File: src/logic/prox_consts.svh
/*
 * Register offsets, status field positions and reset values of the proximity readout.
 * Assumes it is included by its bare name in each design file that needs the numbers.
 */
`ifndef PROX_CONSTS_SVH
`define PROX_CONSTS_SVH

`define REG_FLAGS        8'h13
`define REG_LOW          8'h18
`define REG_HIGH         8'h19
`define REG_TRIM         8'h1e

`define FLAG_SAT_BIT     6
`define FLAG_INT_BIT     5
`define FLAG_VALID_BIT   1
`define FLAGS_RSVD_MASK  8'h9d

`define TRIM_SIGN_BIT    7
`define TRIM_RESET       8'h00
`define RDATA_RESET      8'h00
`define RESULT_RESET     16'h0000
`define RESULT_MAX       16'hffff

`endif

File: src/logic/prox_pkg.sv
/*
 * Types shared by the proximity readout: register select, conversion and setting carriers.
 * Assumes nothing of its surroundings.
 */
package prox_pkg;

	typedef enum logic [2:0] {
		SEL_FLAGS,
		SEL_LOW,
		SEL_HIGH,
		SEL_TRIM,
		SEL_NONE
	} reg_sel_e;

	typedef struct packed {
		logic [15:0] raw;
		logic        sat;
	} conv_s;

	typedef struct packed {
		logic [1:0]  front_end_gain_select;
		logic [1:0]  emitter_current_select;
		logic [7:0]  emitter_pulse_count;
		logic [3:0]  interrupt_filter_count;
		logic        int_enable;
		logic [15:0] thr_low;
		logic [15:0] thr_high;
	} cfg_s;

	typedef struct packed {
		logic        sat;
		logic [15:0] value;
	} trimmed_s;

endpackage

File: src/logic/prox_readout.sv
/*
 * Proximity readout: status flags, trimmed 16-bit result with coherent byte reads,
 * offset trim register and the persistence-filtered interrupt pin.
 * Assumes a byte register port from the serial interface, one strobe per byte access,
 * and a conversion strobe with raw data from the analogue front end, all on CLK_SYS.
 */
`timescale 1ns/10ps
`include "prox_consts.svh"

// Function
// - Status register is read only; writes never change its flags.
// - Status bit 6 reads one when the latest measurement saturated.
// - Status bit 5 reads one while the interrupt pin is driven asserted.
// - Status bit 1 reads one once a conversion has completed with valid data.
// - Result is 16 bits, low byte at 0x18 and high byte at 0x19.
// - Reading the low byte captures the upper byte into a shadow for the high read.
// - Conversions between the two byte reads never overwrite the shadowed upper byte.
// - Offset trim is 8-bit sign-magnitude, bit 7 the sign.
// - Sign zero shifts the result down, sign one shifts it up.
// - Seven-bit magnitude sets how far the result is shifted.
// - Shift per magnitude step scales with gain, emitter current and pulse count.
// - Persistence zero interrupts every conversion; 1 to 15 need that many out of range.

module prox_readout
	import prox_pkg::*;
(
	input  wire logic        CLK_SYS,
	input  wire logic        RESET,
	input  wire logic [7:0]  REG_ADDR,
	input  wire logic [7:0]  REG_WDATA,
	input  wire logic        REG_WR,
	input  wire logic        REG_RD,
	output logic      [7:0]  REG_RDATA,
	input  wire logic        CONV_DONE,
	input  wire conv_s       CONV,
	input  wire cfg_s        CFG,
	input  wire logic        INT_CLEAR,
	output logic             INT_N_OUT,
	output logic             INT_N_OE
);

	function automatic reg_sel_e reg_decode(input logic [7:0] addr);
		case (addr)
			`REG_FLAGS: reg_decode = SEL_FLAGS;
			`REG_LOW:   reg_decode = SEL_LOW;
			`REG_HIGH:  reg_decode = SEL_HIGH;
			`REG_TRIM:  reg_decode = SEL_TRIM;
			default:    reg_decode = SEL_NONE;
		endcase
	endfunction

	// One magnitude step: pulses times gain times relative emitter current, over eight.
	function automatic logic [10:0] trim_step(input logic [1:0] gain,
	                                          input logic [1:0] drive,
	                                          input logic [7:0] pulses);
		logic [13:0] prod;
		prod = ({6'h00, pulses} << gain) << (2'd3 - drive);
		trim_step = prod[13:3];
	endfunction

	// Applies the signed shift and clamps at both ends of the 16-bit range.
	function automatic trimmed_s apply_trim(input logic [15:0] raw,
	                                        input logic [7:0]  trim,
	                                        input logic [10:0] step);
		logic [17:0] shift;
		logic [18:0] sum;
		logic [17:0] diff;
		shift = 18'(trim[6:0]) * 18'(step);
		sum = {3'b000, raw} + {1'b0, shift};
		diff = {2'b00, raw} - shift;
		apply_trim.sat = 1'b0;
		if (trim[`TRIM_SIGN_BIT]) begin
			if (sum > {3'b000, `RESULT_MAX}) begin
				apply_trim.value = `RESULT_MAX;
				apply_trim.sat = 1'b1;
			end else begin
				apply_trim.value = sum[15:0];
			end
		end else if ({2'b00, raw} < shift) begin
			apply_trim.value = `RESULT_RESET;
		end else begin
			apply_trim.value = diff[15:0];
		end
	endfunction

	logic [7:0]  trim;
	logic [15:0] result;
	logic        sat_flag;
	logic        valid_flag;
	logic        int_flag;
	logic [3:0]  pers_cnt;
	logic [7:0]  shadow_high;
	logic [7:0]  flags_view;
	trimmed_s    next_trimmed;
	reg_sel_e    sel;
	logic        low_read;
	logic        out_of_range;
	logic        fire;

	assign sel = reg_decode(REG_ADDR);
	assign low_read = REG_RD && (sel == SEL_LOW);

	assign next_trimmed = apply_trim(CONV.raw, trim,
		trim_step(CFG.front_end_gain_select, CFG.emitter_current_select,
		          CFG.emitter_pulse_count));

	assign out_of_range = (next_trimmed.value < CFG.thr_low) ||
	                      (next_trimmed.value > CFG.thr_high);

	assign fire = CONV_DONE && CFG.int_enable &&
		((CFG.interrupt_filter_count == 4'h0) ||
		 (out_of_range && ({1'b0, pers_cnt} + 5'd1 >= {1'b0, CFG.interrupt_filter_count})));

	always_comb begin
		flags_view = 8'h00;
		flags_view[`FLAG_SAT_BIT] = sat_flag;
		flags_view[`FLAG_INT_BIT] = int_flag;
		flags_view[`FLAG_VALID_BIT] = valid_flag;
	end

	always_ff @(posedge CLK_SYS) begin
		if (RESET) begin
			trim <= `TRIM_RESET;
		end else if (REG_WR && (sel == SEL_TRIM)) begin
			trim <= REG_WDATA;
		end
	end

	// Status flags take no write path at all.
	always_ff @(posedge CLK_SYS) begin
		if (RESET) begin
			result <= `RESULT_RESET;
			sat_flag <= 1'b0;
			valid_flag <= 1'b0;
		end else if (CONV_DONE) begin
			result <= next_trimmed.value;
			sat_flag <= CONV.sat || next_trimmed.sat;
			valid_flag <= 1'b1;
		end
	end

	always_ff @(posedge CLK_SYS) begin
		if (RESET) begin
			pers_cnt <= 4'h0;
		end else if (CONV_DONE) begin
			if (!out_of_range) begin
				pers_cnt <= 4'h0;
			end else if (pers_cnt != 4'hf) begin
				pers_cnt <= pers_cnt + 4'h1;
			end
		end
	end

	// A new interrupt in the clear cycle wins, so no event is lost.
	always_ff @(posedge CLK_SYS) begin
		if (RESET) begin
			int_flag <= 1'b0;
		end else if (fire) begin
			int_flag <= 1'b1;
		end else if (INT_CLEAR) begin
			int_flag <= 1'b0;
		end
	end

	result_shadow u_shadow (
		.clk         (CLK_SYS),
		.reset       (RESET),
		.live        (result),
		.capture     (low_read),
		.shadow_high (shadow_high)
	);

	always_ff @(posedge CLK_SYS) begin
		if (RESET) begin
			REG_RDATA <= `RDATA_RESET;
		end else if (REG_RD) begin
			case (sel)
				SEL_FLAGS: REG_RDATA <= flags_view;
				SEL_LOW:   REG_RDATA <= result[7:0];
				SEL_HIGH:  REG_RDATA <= shadow_high;
				SEL_TRIM:  REG_RDATA <= trim;
				default:   REG_RDATA <= `RDATA_RESET;
			endcase
		end
	end

	// Open-drain pin: the low level is driven only while the interrupt stands.
	assign INT_N_OUT = 1'b0;
	assign INT_N_OE = int_flag;

	status_ro_a: assert property (@(posedge CLK_SYS) disable iff (RESET)
		(REG_WR && sel == SEL_FLAGS && !CONV_DONE && !INT_CLEAR) |=> $stable(flags_view))
		else $error("status changed on a write");

	sat_flag_a: assert property (@(posedge CLK_SYS) disable iff (RESET)
		(CONV_DONE && CONV.sat) |=> flags_view[`FLAG_SAT_BIT])
		else $error("saturation not flagged");

	int_mirror_a: assert property (@(posedge CLK_SYS) disable iff (RESET)
		(REG_RD && sel == SEL_FLAGS) |=>
		REG_RDATA[`FLAG_INT_BIT] == $past(INT_N_OE && !INT_N_OUT))
		else $error("status interrupt bit differs from pin");

	valid_set_a: assert property (@(posedge CLK_SYS) disable iff (RESET)
		$rose(valid_flag) |-> $past(CONV_DONE))
		else $error("valid flag rose without a conversion");

	low_read_a: assert property (@(posedge CLK_SYS) disable iff (RESET)
		low_read |=> REG_RDATA == $past(result[7:0]))
		else $error("low byte read wrong");

	byte_pair_a: assert property (@(posedge CLK_SYS) disable iff (RESET)
		(low_read ##1 (REG_RD && sel == SEL_HIGH)) |=>
		REG_RDATA == $past(result[15:8], 2))
		else $error("high byte not from the same result");

	trim_store_a: assert property (@(posedge CLK_SYS) disable iff (RESET)
		(REG_WR && sel == SEL_TRIM) |=> trim == $past(REG_WDATA))
		else $error("trim register not written");

	trim_dir_a: assert property (@(posedge CLK_SYS) disable iff (RESET)
		CONV_DONE |=> ($past(trim[`TRIM_SIGN_BIT]) ? result >= $past(CONV.raw)
		                                            : result <= $past(CONV.raw)))
		else $error("trim shifted the wrong way");

	trim_zero_a: assert property (@(posedge CLK_SYS) disable iff (RESET)
		(CONV_DONE && trim[6:0] == 7'h00) |=> result == $past(CONV.raw))
		else $error("zero magnitude changed the result");

	trim_scale_a: assert property (@(posedge CLK_SYS) disable iff (RESET)
		(CONV_DONE && trim == 8'h81 && CFG.emitter_pulse_count == 8'h08 &&
		 CFG.front_end_gain_select == 2'b01 && CFG.emitter_current_select == 2'b00 &&
		 CONV.raw < 16'h8000) |=> result == $past(CONV.raw) + 16'h0010)
		else $error("trim step not scaled");

	pers_every_a: assert property (@(posedge CLK_SYS) disable iff (RESET)
		(CONV_DONE && CFG.int_enable && CFG.interrupt_filter_count == 4'h0) |=> INT_N_OE)
		else $error("persistence zero did not interrupt");

	pers_cause_a: assert property (@(posedge CLK_SYS) disable iff (RESET)
		$rose(int_flag) |-> $past(CONV_DONE && CFG.int_enable))
		else $error("interrupt without a conversion");

	rsvd_zero_a: assert property (@(posedge CLK_SYS) disable iff (RESET)
		(REG_RD && sel == SEL_FLAGS) |=> (REG_RDATA & `FLAGS_RSVD_MASK) == 8'h00)
		else $error("reserved status bit set");

endmodule

File: src/logic/result_shadow.sv
/*
 * Shadow holder for the upper result byte, captured when the low byte is read.
 * Assumes capture is a one-cycle pulse in the cycle of the low-byte read.
 */
`timescale 1ns/10ps
`include "prox_consts.svh"

module result_shadow (
	input  wire logic        clk,
	input  wire logic        reset,
	input  wire logic [15:0] live,
	input  wire logic        capture,
	output logic      [7:0]  shadow_high
);

	// Only a low-byte read moves the shadow, so later conversions cannot tear the pair.
	always_ff @(posedge clk) begin
		if (reset) begin
			shadow_high <= `RDATA_RESET;
		end else if (capture) begin
			shadow_high <= live[15:8];
		end
	end

	shadow_take_a: assert property (@(posedge clk) disable iff (reset)
		capture |=> shadow_high == $past(live[15:8]))
		else $error("shadow did not take the upper byte");

	shadow_hold_a: assert property (@(posedge clk) disable iff (reset)
		!capture |=> $stable(shadow_high))
		else $error("shadow changed without a low-byte read");

endmodule

File: config.mk
export PLATFORM = sky130hd
export DESIGN_NAME = prox_readout
export DESIGN_NICKNAME = d
export VERILOG_FILES = /design/src/logic/prox_pkg.sv /design/src/logic/prox_readout.sv /design/src/logic/result_shadow.sv
export VERILOG_INCLUDE_DIRS = /design/src /design/src/logic
export SDC_FILE = /design/constraint.sdc
export NUM_CORES = 1
export LEC_CHECK = 0
export ABC_AREA = 1
export BUFFER_PORTS_ARGS = -buffer_cell sky130_fd_sc_hd__buf_2
export CORE_MARGIN = 5
export CORE_UTILIZATION = 60
export DETAILED_ROUTE_END_ITERATION = 12
export PLACE_DENSITY = 0.79
export SYNTH_ARGS = -nofsm -noshare
export SYNTH_HDL_FRONTEND = slang
export SYNTH_SLANG_ARGS = --single-unit
File: constraint.sdc
create_clock -name CLK_SYS -period 10.19 [get_ports CLK_SYS]
set_input_delay 1.019 -clock CLK_SYS [delete_from_list [all_inputs] [get_ports CLK_SYS]]
set_output_delay 1.019 -clock CLK_SYS [all_outputs]
set_load 0.03 [all_outputs]
# == Word level (Yosys, flattened, before mapping) ==
# Index checks and enable logic that the tools add are counted.
# totals
output_inout_bits,10
romBits,0
in_bits,88
regBits,47
mem_count,0
word_cells,53
mem_bits_rw,0
latchBits,0
# op_classes
addsub,5
n_lt_le_gt_ge,5
div,0
muxes,11
shift,2
bitwise,0
reduce_logical,12
mul,1
n_eq_ne,9
# ops
operator,n
two-way mux 16 bit,3
== test 8 x 5 -> 1 bit (second input constant),4
case mux 8 bit (4 select lines),1
adder 16 x 18 -> 19 bit,1
greater-than comparator 19 x 16 -> 1 bit (second input constant),1
less-than comparator 16 x 18 -> 1 bit,1
multiplier 7 x 11 -> 18 bit,1
greater-than comparator 16 bit,1
less-than comparator 16 bit,1
subtractor 16 bit,1
<< shifter 14 x 2 -> 14 bit,1
<< shifter 8 x 2 -> 14 bit,1
case mux 3 bit (4 select lines),1
two-way mux 4 bit,2
== test 3 x 2 -> 1 bit (second input constant),2
adder 4 x 1 -> 5 bit (second input constant),1
greater-or-equal comparator 5 x 4 -> 1 bit,1
logical AND 1 bit,5
adder 4 x 1 -> 4 bit (second input constant),1
logical NOT 4 bit,1
two-way mux 1 bit,4
inequality test 4 bit (second input constant),1
== test 3 x 1 -> 1 bit (second input constant),1
logical NOT 3 bit,1
other kinds (5),7

# == Depth between registers and ports, before layout ==
# Gate-level depths: netlist of run 1.
# logic_depth
ltp_word,13
depth_mapped,57
ltp_nobuf,57

# == Modules after synthesis ==
# From an unflattened synthesis of run 1, not the netlist that was laid out.
# hier_totals
hier_cells,1162
hier_area_um2,7648.6
# by_module_without_submodules
mod,area_each_um2,cells_per_inst,seq_area_each_um2,instances
prox_readout,7307.0,1111,780.7,1
result_shadow,341.6,51,160.2,1

# == Least setup slack after synthesis of run 1 ==
# No wires, ideal clock.
# synth_timing
path_kind,input port to flip-flop
startpoint,in CFG[47] (netlist name)
endpoint,reg pers_cnt[3]
arrival_time_ns,8.852
cell_stages,49
n_path_buf,1
setup_time_ns,0.109
required_ns,10.081
path_slack_ns,1.228
path_cell_list,clkbuf_1 nand2_1 nand3_1 o21ai_0 or2_2 o21ai_0 o21ai_1 or2_2 fa_1 fa_1 inv_1 fa_1 inv_1 fa_1 inv_1 ha_1 nand2_1 inv_1 [13 not listed] nand2_1 nand2_1 nand3_1 nand4_2 nor2_1 clkinv_1 o21a_1 ha_1 a21oi_1 o21a_1 o221ai_1 a221o_1 nand2_1 nand2_4 a21oi_4 nand2_1 nand2_1 inv_1
# synth_lines
element,line_no,text
"start, declared",prox_readout.sv:36,"input wire cfg_s CFG,"
"end signal, assigned",prox_readout.sv:149,pers_cnt <= pers_cnt + 4'h1;
"end, declared",prox_readout.sv:91,logic [3:0] pers_cnt;

==> results of run 1 <==
[Yosys cell counts (all sizes together), types with 6 or more instances]
| cell | count | area (um2) |
|---|---|---|
| a211oi | 13 | 97.6 |
| a21oi | 78 | 413 |
| buf | 8 | 60.1 |
| clkbuf | 22 | 83.8 |
| dfxtp | 47 | 941 |
| fa | 46 | 921 |
| ha | 108 | 1350 |
| inv | 211 | 792 |
| nand2 | 255 | 1000 |
| nand3 | 45 | 235 |
| nand4 | 7 | 50.1 |
| nor2 | 128 | 490 |
| nor3 | 6 | 30.0 |
| o21ai | 61 | 305 |
| o21bai | 8 | 60.1 |
| o221ai | 7 | 61.3 |
| or2 | 9 | 56.3 |
| xnor2 | 14 | 123 |
| xor2 | 25 | 219 |
[stage by stage]
step	total power (uW)	worst slack [ps]	area, um2
2_1_floorplan	331	1230	7580
3_5_place_dp	388	177	8160
3_3_place_gp	385	279	8160
5_1_grt	592	-50.5	8330
6_report	560	681	8330
4_1_cts	556	435	8310
[cell type report]
class / count / area, um2
tap: 172 / 215
timing repair buffer: 100 / 510
inverter: 216 / 811
clock buffer: 5 / 125
sequential: 47 / 941
fill: 1226 / 4190
multi-input combinational: 844 / 5700
clock inverter: 3 / 27.5
[state kept, by name, summed over array words and instances (netlist names)]
name and cells:
INT_N_OE 1, pers_cnt 4, sat_flag 1, trim 8
REG_RDATA 8, result 16, u_shadow.shadow_high 8, valid_flag 1
[how the worst max path moves through the flow]
| stage | start | endpoint | slack (ps) | depth (start not counted) |
|---|---|---|---|---|
| detailed placement | CFG[47] | pers_cnt[0] | 180 | 52 |
| finish | CFG[47] | pers_cnt[0] | 680 | 46 |
| CTS | CFG[47] | pers_cnt[0] | 440 | 52 |
| floorplan | CFG[47] | pers_cnt[3] | 1230 | 49 |
| global route | CFG[47] | pers_cnt[0] | -50 | 50 |
| global placement | CFG[47] | INT_N_OE | 280 | 50 |
[per-layer routing]
layer  vias to the layer above  track usage  routed length, um
li1                       3758            -                  -
met1                      3289        0.362               9040
met2                       205        0.425               8640
met3                        36       0.0281                904
met4                         0       0.0644                461
met5                         -            0                  0
[cells by family (layout without fill, tap and decap cells)]
kind of cell    after synthesis  in the layout  share of synthesized area
xor+xnor                     39             39                     0.0451
fa+ha+maj                   154            154                      0.300
flops                        47             47                      0.124
other cells                   1              1                   0.000495
compound gates              192            192                      0.149
buf+inv                     246            324                      0.126
simple gates                455            455                      0.251
mux                           3              3                    0.00396
[worst reg2reg max path, delay by kind of cell (launching register included)]
kind                     cells  cell delay, ps
AO/OA/AOI/OAI                6            1510
buffers and inverters        7             890
AND/OR/NAND/NOR             18            2110
adder cells (fa/ha/maj)      7            3190
XOR/XNOR                     1             250
flip-flops                   1             420
[report_power, final]
| group | total [uW] | switching, uW | internal (uW) |
|---|---|---|---|
| clock network | 170 | 76.4 | 93.6 |
| logic | 194 | 121 | 72.6 |
| registers | 196 | 4.79 | 191 |
| total | 560 | 202 | 357 |
==> results.yml, run 1 <==
routing:
  drc: 0
  vias: 7288
  routedWlPerCell_um: 13.7
  via_per_inst: 5.25
  wl_um: 19000
  postRouteAntennaNets: 0
  drt-pass1-iter-count: 6
  drt_iter0_drc: 476
timing:
  max_freq_mhz: 105
  worstMarginPinSlew_ps: 862
  slew_violations: 0
  setup_viol: 0
  finalHoldViolations: 0
  fin_hold_ws_ps: 461
  timing.slew.headroom: 0.423
  period_minus_slack_ps: 9510
  fin_skew_ps: 5.64
  final.setup.tns_ps: 0
  post-route-period-util: 0.933
placed_design:
  place.gp.congestion: 0.972
  dp.final_hpwl_um: 15900
  dpl.cell_count: 1379
  port_buffers: 96
clock_network:
  cts_sinks: 47
  cts_buffers: 5
  ctsResizeCount: 0
  cts_buffer_depth: 2
  cts_hold_buffers: 0
  post_cts_buffers: 0
  root_buffer: "clkbuf_16"
  h-tree-depth: 2
  cts_tree: "yes"
  clock_latency_ps: 290
  clkTransAtPathRegs_ps: 70
critical_path:
  cpMostUsedCell: "nand2_1"
  critPathKind: "in -> reg"
  critPathLaunchType: "input port"
  critical_path.top_delay_family: "adder cells"
  critPathBufInv: 8
  timing.rr.start: "trim[4]"
  cp_max_fo: 12
  endpoint_kind: "register"
  r2r_cells: 39
  cp.arrival_ps: 9700
  critPathRequiredTime_ps: 10390
  r2r_slack_ps: 1710
  cpPeakStageDelay_ps: 570
  crit_slowest_cell: "fa_1"
  rr_endpoint: "pers_cnt[0]"
job:
  max_cap_viol_count: 0
floorplan:
  ios: 98
  dieWidth_um: 122
  core-area_um2: 12500
  die_height_um: 122
  row_count: 41
  dieArea_um2: 15000
  start_util: 0.605
synthesis:
  ys_ff_latch: 47
  ys_types: 49
  synthArstFlopShare: 0
  synth_edf_count: 0
  syn_area_um2: 7580
  netlist_instances: 1137
  avgSynthCellArea_um2: 6.66
  synth_seq_area_share: 0.124
  synthesis.nets: 1379
  yosys_warnings: 0
  synth_ff_type: "dfxtp_1"
worst_hold_path:
  hold_start: "REG_RDATA[6]"
  whs_endpoint: "REG_RDATA[6]"
  hp-class: "reg -> reg"
  min_path_cells: 2
power:
  powerDensity_nw_per_um2: 67.2
  peakVddDrop_mv: 0.0897
  p_leak_uw: 0.00461
finish:
  post-route-util: 0.666
  syn_to_final_growth_pct: 9.96
  antenna_cells: 0
  layout_common_cells: "nand2_1 (239), inv_1 (206), nor2_1 (124), ha_1 (108), buf_2 (96)"
  fin_cells: 1387
  layout_commonest_cell: "nand2_1"
  drive_gt1_frac: 0.128
  finalNetCount: 1456
global_routing:
  grt_overflow: 0
  grt_first_pass_wirelength_um: 31800
  grt_util_all_layers: 0.258
  grt_pass1_vias: 6989
  grt_max_degree: 36
  antenna_found_initial: 0
run_status:
  status: "completed"
No activity file was read; power rests on OpenSTA's default activity.
==> run 2: changes to the inputs <==
Settings changed: GPL_ROUTABILITY_DRIVEN set to 0.
Clock period 10.19 ns to 11.6 ns, I/O delays scaled along.
==> run 2 against run 1 <==
Net effect: flip-flop and latch count is the same; critical path depth up 4; total power fell by 10%; hold slack better by 1.5 ps; clock skew hardly changed; final cell count shrank 0.29%; first-iteration DRC count up 6.9%; sequential power decreased by 12%; cell area decreased by 0.36%; clock-buffer cell count is the same; clock power fell by 4%; critical path type unchanged; largest cell class unchanged.
==> results.yml, run 2 (same netlist as run 1, synthesis figures left out) <==
run_status:
  status: "completed"
clock_network:
  cts_buffers: 5
  root_buffer: "clkbuf_16"
  cts_buffer_depth: 2
  cts_hold_buffers: 0
  cts_tree: "yes"
  clock_latency_ps: 280
  h-tree-depth: 2
  cts_sinks: 47
  ctsResizeCount: 0
  clkTransAtPathRegs_ps: 70
  post_cts_buffers: 0
finish:
  largest_register_ff_count: 16
  largest_register: "result"
  layout_commonest_cell: "nand2_1"
  finalNetCount: 1452
  antenna_cells: 0
  layout_common_cells: "nand2_1 (239), inv_1 (206), nor2_1 (124), ha_1 (108), buf_2 (96)"
  syn_to_final_growth_pct: 9.56
  drive_gt1_frac: 0.121
critical_path:
  endpoint_kind: "register"
  rr_endpoint: "INT_N_OE"
  r2r_cells: 44
  critPathKind: "in -> reg"
  timing.rr.start: "trim[5]"
  critPathRequiredTime_ps: 11820
  critPathBufInv: 11
  cp_max_fo: 12
  cpMostUsedCell: "nand2_1"
  crit_slowest_cell: "o21ai_0"
  crit_cells: 50
  r2r_slack_ps: 2850
  critPathLaunchType: "input port"
  cpPeakStageDelay_ps: 590
  critical_path.top_delay_family: "adder cells"
  cp.arrival_ps: 10330
routing:
  routedWlPerCell_um: 13.8
  via_per_inst: 5.30
  postRouteAntennaNets: 0
  drc: 0
  vias: 7324
  drt_iter0_drc: 509
  wl_um: 19100
  drt-pass1-iter-count: 5
global_routing:
  grt_max_degree: 36
  antenna_found_initial: 0
  grt_first_pass_wirelength_um: 31800
  grt_pass1_vias: 6866
  grt_overflow: 0
  grt_util_all_layers: 0.258
worst_hold_path:
  hold_start: "REG_RDATA[1]"
  hp-class: "reg -> reg"
  whs_endpoint: "REG_RDATA[1]"
  min_path_cells: 2
floorplan:
  dieArea_um2: 15000
  core-area_um2: 12500
  start_util: 0.605
  die_height_um: 122
  row_count: 41
  ios: 98
  dieWidth_um: 122
timing:
  finalHoldViolations: 0
  rsz0062_at_grt: "no"
  slew_violations: 0
  final.setup.tns_ps: 0
  post-route-period-util: 0.872
  worstMarginPinSlew_ps: 947
  fin_hold_ws_ps: 463
  timing.slew.headroom: 0.367
  period_minus_slack_ps: 10120
  setup_viol: 0
  max_freq_mhz: 98.9
  fin_skew_ps: 5.29
placed_design:
  port_buffers: 96
  dp.final_hpwl_um: 15900
power:
  netSwitchingFraction: 0.340
  p_switching_uw: 171
  power.internal_uw: 332
  p_seq_frac: 0.343
  powerDensity_nw_per_um2: 60.6
  p_clk_frac: 0.325
  combPwrFrac: 0.332
  peakVddDrop_mv: 0.0762
  p_leak_uw: 0.00460
job:
  max_cap_viol_count: 0
## run 2: cell count changes in the layout (fill, tap and decap cells not counted), sizes merged
| cell | change |
|---|---|
| inv | -2 |
| buf | -4 |
| bufinv | +1 |
| clkinvlp | -1 |
| clkinv | +2 |
## run 2: stage by stage
stage                     utilization  cells  setup WS [ps]  area (um2)  total power (uW)
after global routing            0.663   1383            611        8300               536
final                           0.663   1383           1480        8300               503
after detailed placement        0.649   1375           1330        8130               340
after CTS                       0.663   1383           1570        8300               502
after global placement          0.649   1375           1410        8130               337
after floorplan                     -   1137           2500        7580               290
## run 2: final cells by class
| type | count | area, um2 |
|---|---|---|
| fillers | 1150 | 4220 |
| flip-flops and latches | 47 | 941 |
| repair buffers | 96 | 480 |
| multi-input cells | 844 | 5680 |
| well taps | 172 | 215 |
| clock buffers | 5 | 125 |
| clock inverters | 3 | 47.5 |
| inverters | 216 | 811 |
## run 2: worst register-to-register path, delay by kind of cell, from the launching register on
kind            cells  cell delay [ps]
xor+xnor            1              270
simple gates       21             2340
flops               1              390
compound gates      6             1420
buf+inv             9             1160
fa+ha+maj           7             3100
## run 2: worst max path at each step
stage / startpoint / endpoint / slack, ps
after floorplan: CFG[47] / pers_cnt[3] / 2500
final: CFG[47] / INT_N_OE / 1480
after detailed placement: CFG[47] / INT_N_OE / 1330
after global routing: CFG[47] / INT_N_OE / 610
after CTS: CFG[47] / INT_N_OE / 1570
after global placement: CFG[47] / INT_N_OE / 1410
## run 2: per-layer routing
layer | track usage | vias to the layer above | routed length (um)
met5 | 0 | - | 0
li1 | - | 3756 | -
met3 | 0.0281 | 42 | 1170
met2 | 0.422 | 269 | 8760
met1 | 0.361 | 3257 | 8600
met4 | 0.0756 | 0 | 525
## run 2: power by group through the flow
stage          combinational, uW  sequential [uW]  clock [uW]
2_1_floorplan                116              175           0
3_3_place_gp                 161              176           0
3_5_place_dp                 164              176           0
4_1_cts                      165              172         164
5_1_grt                      190              173         173
6_report                     167              172         164
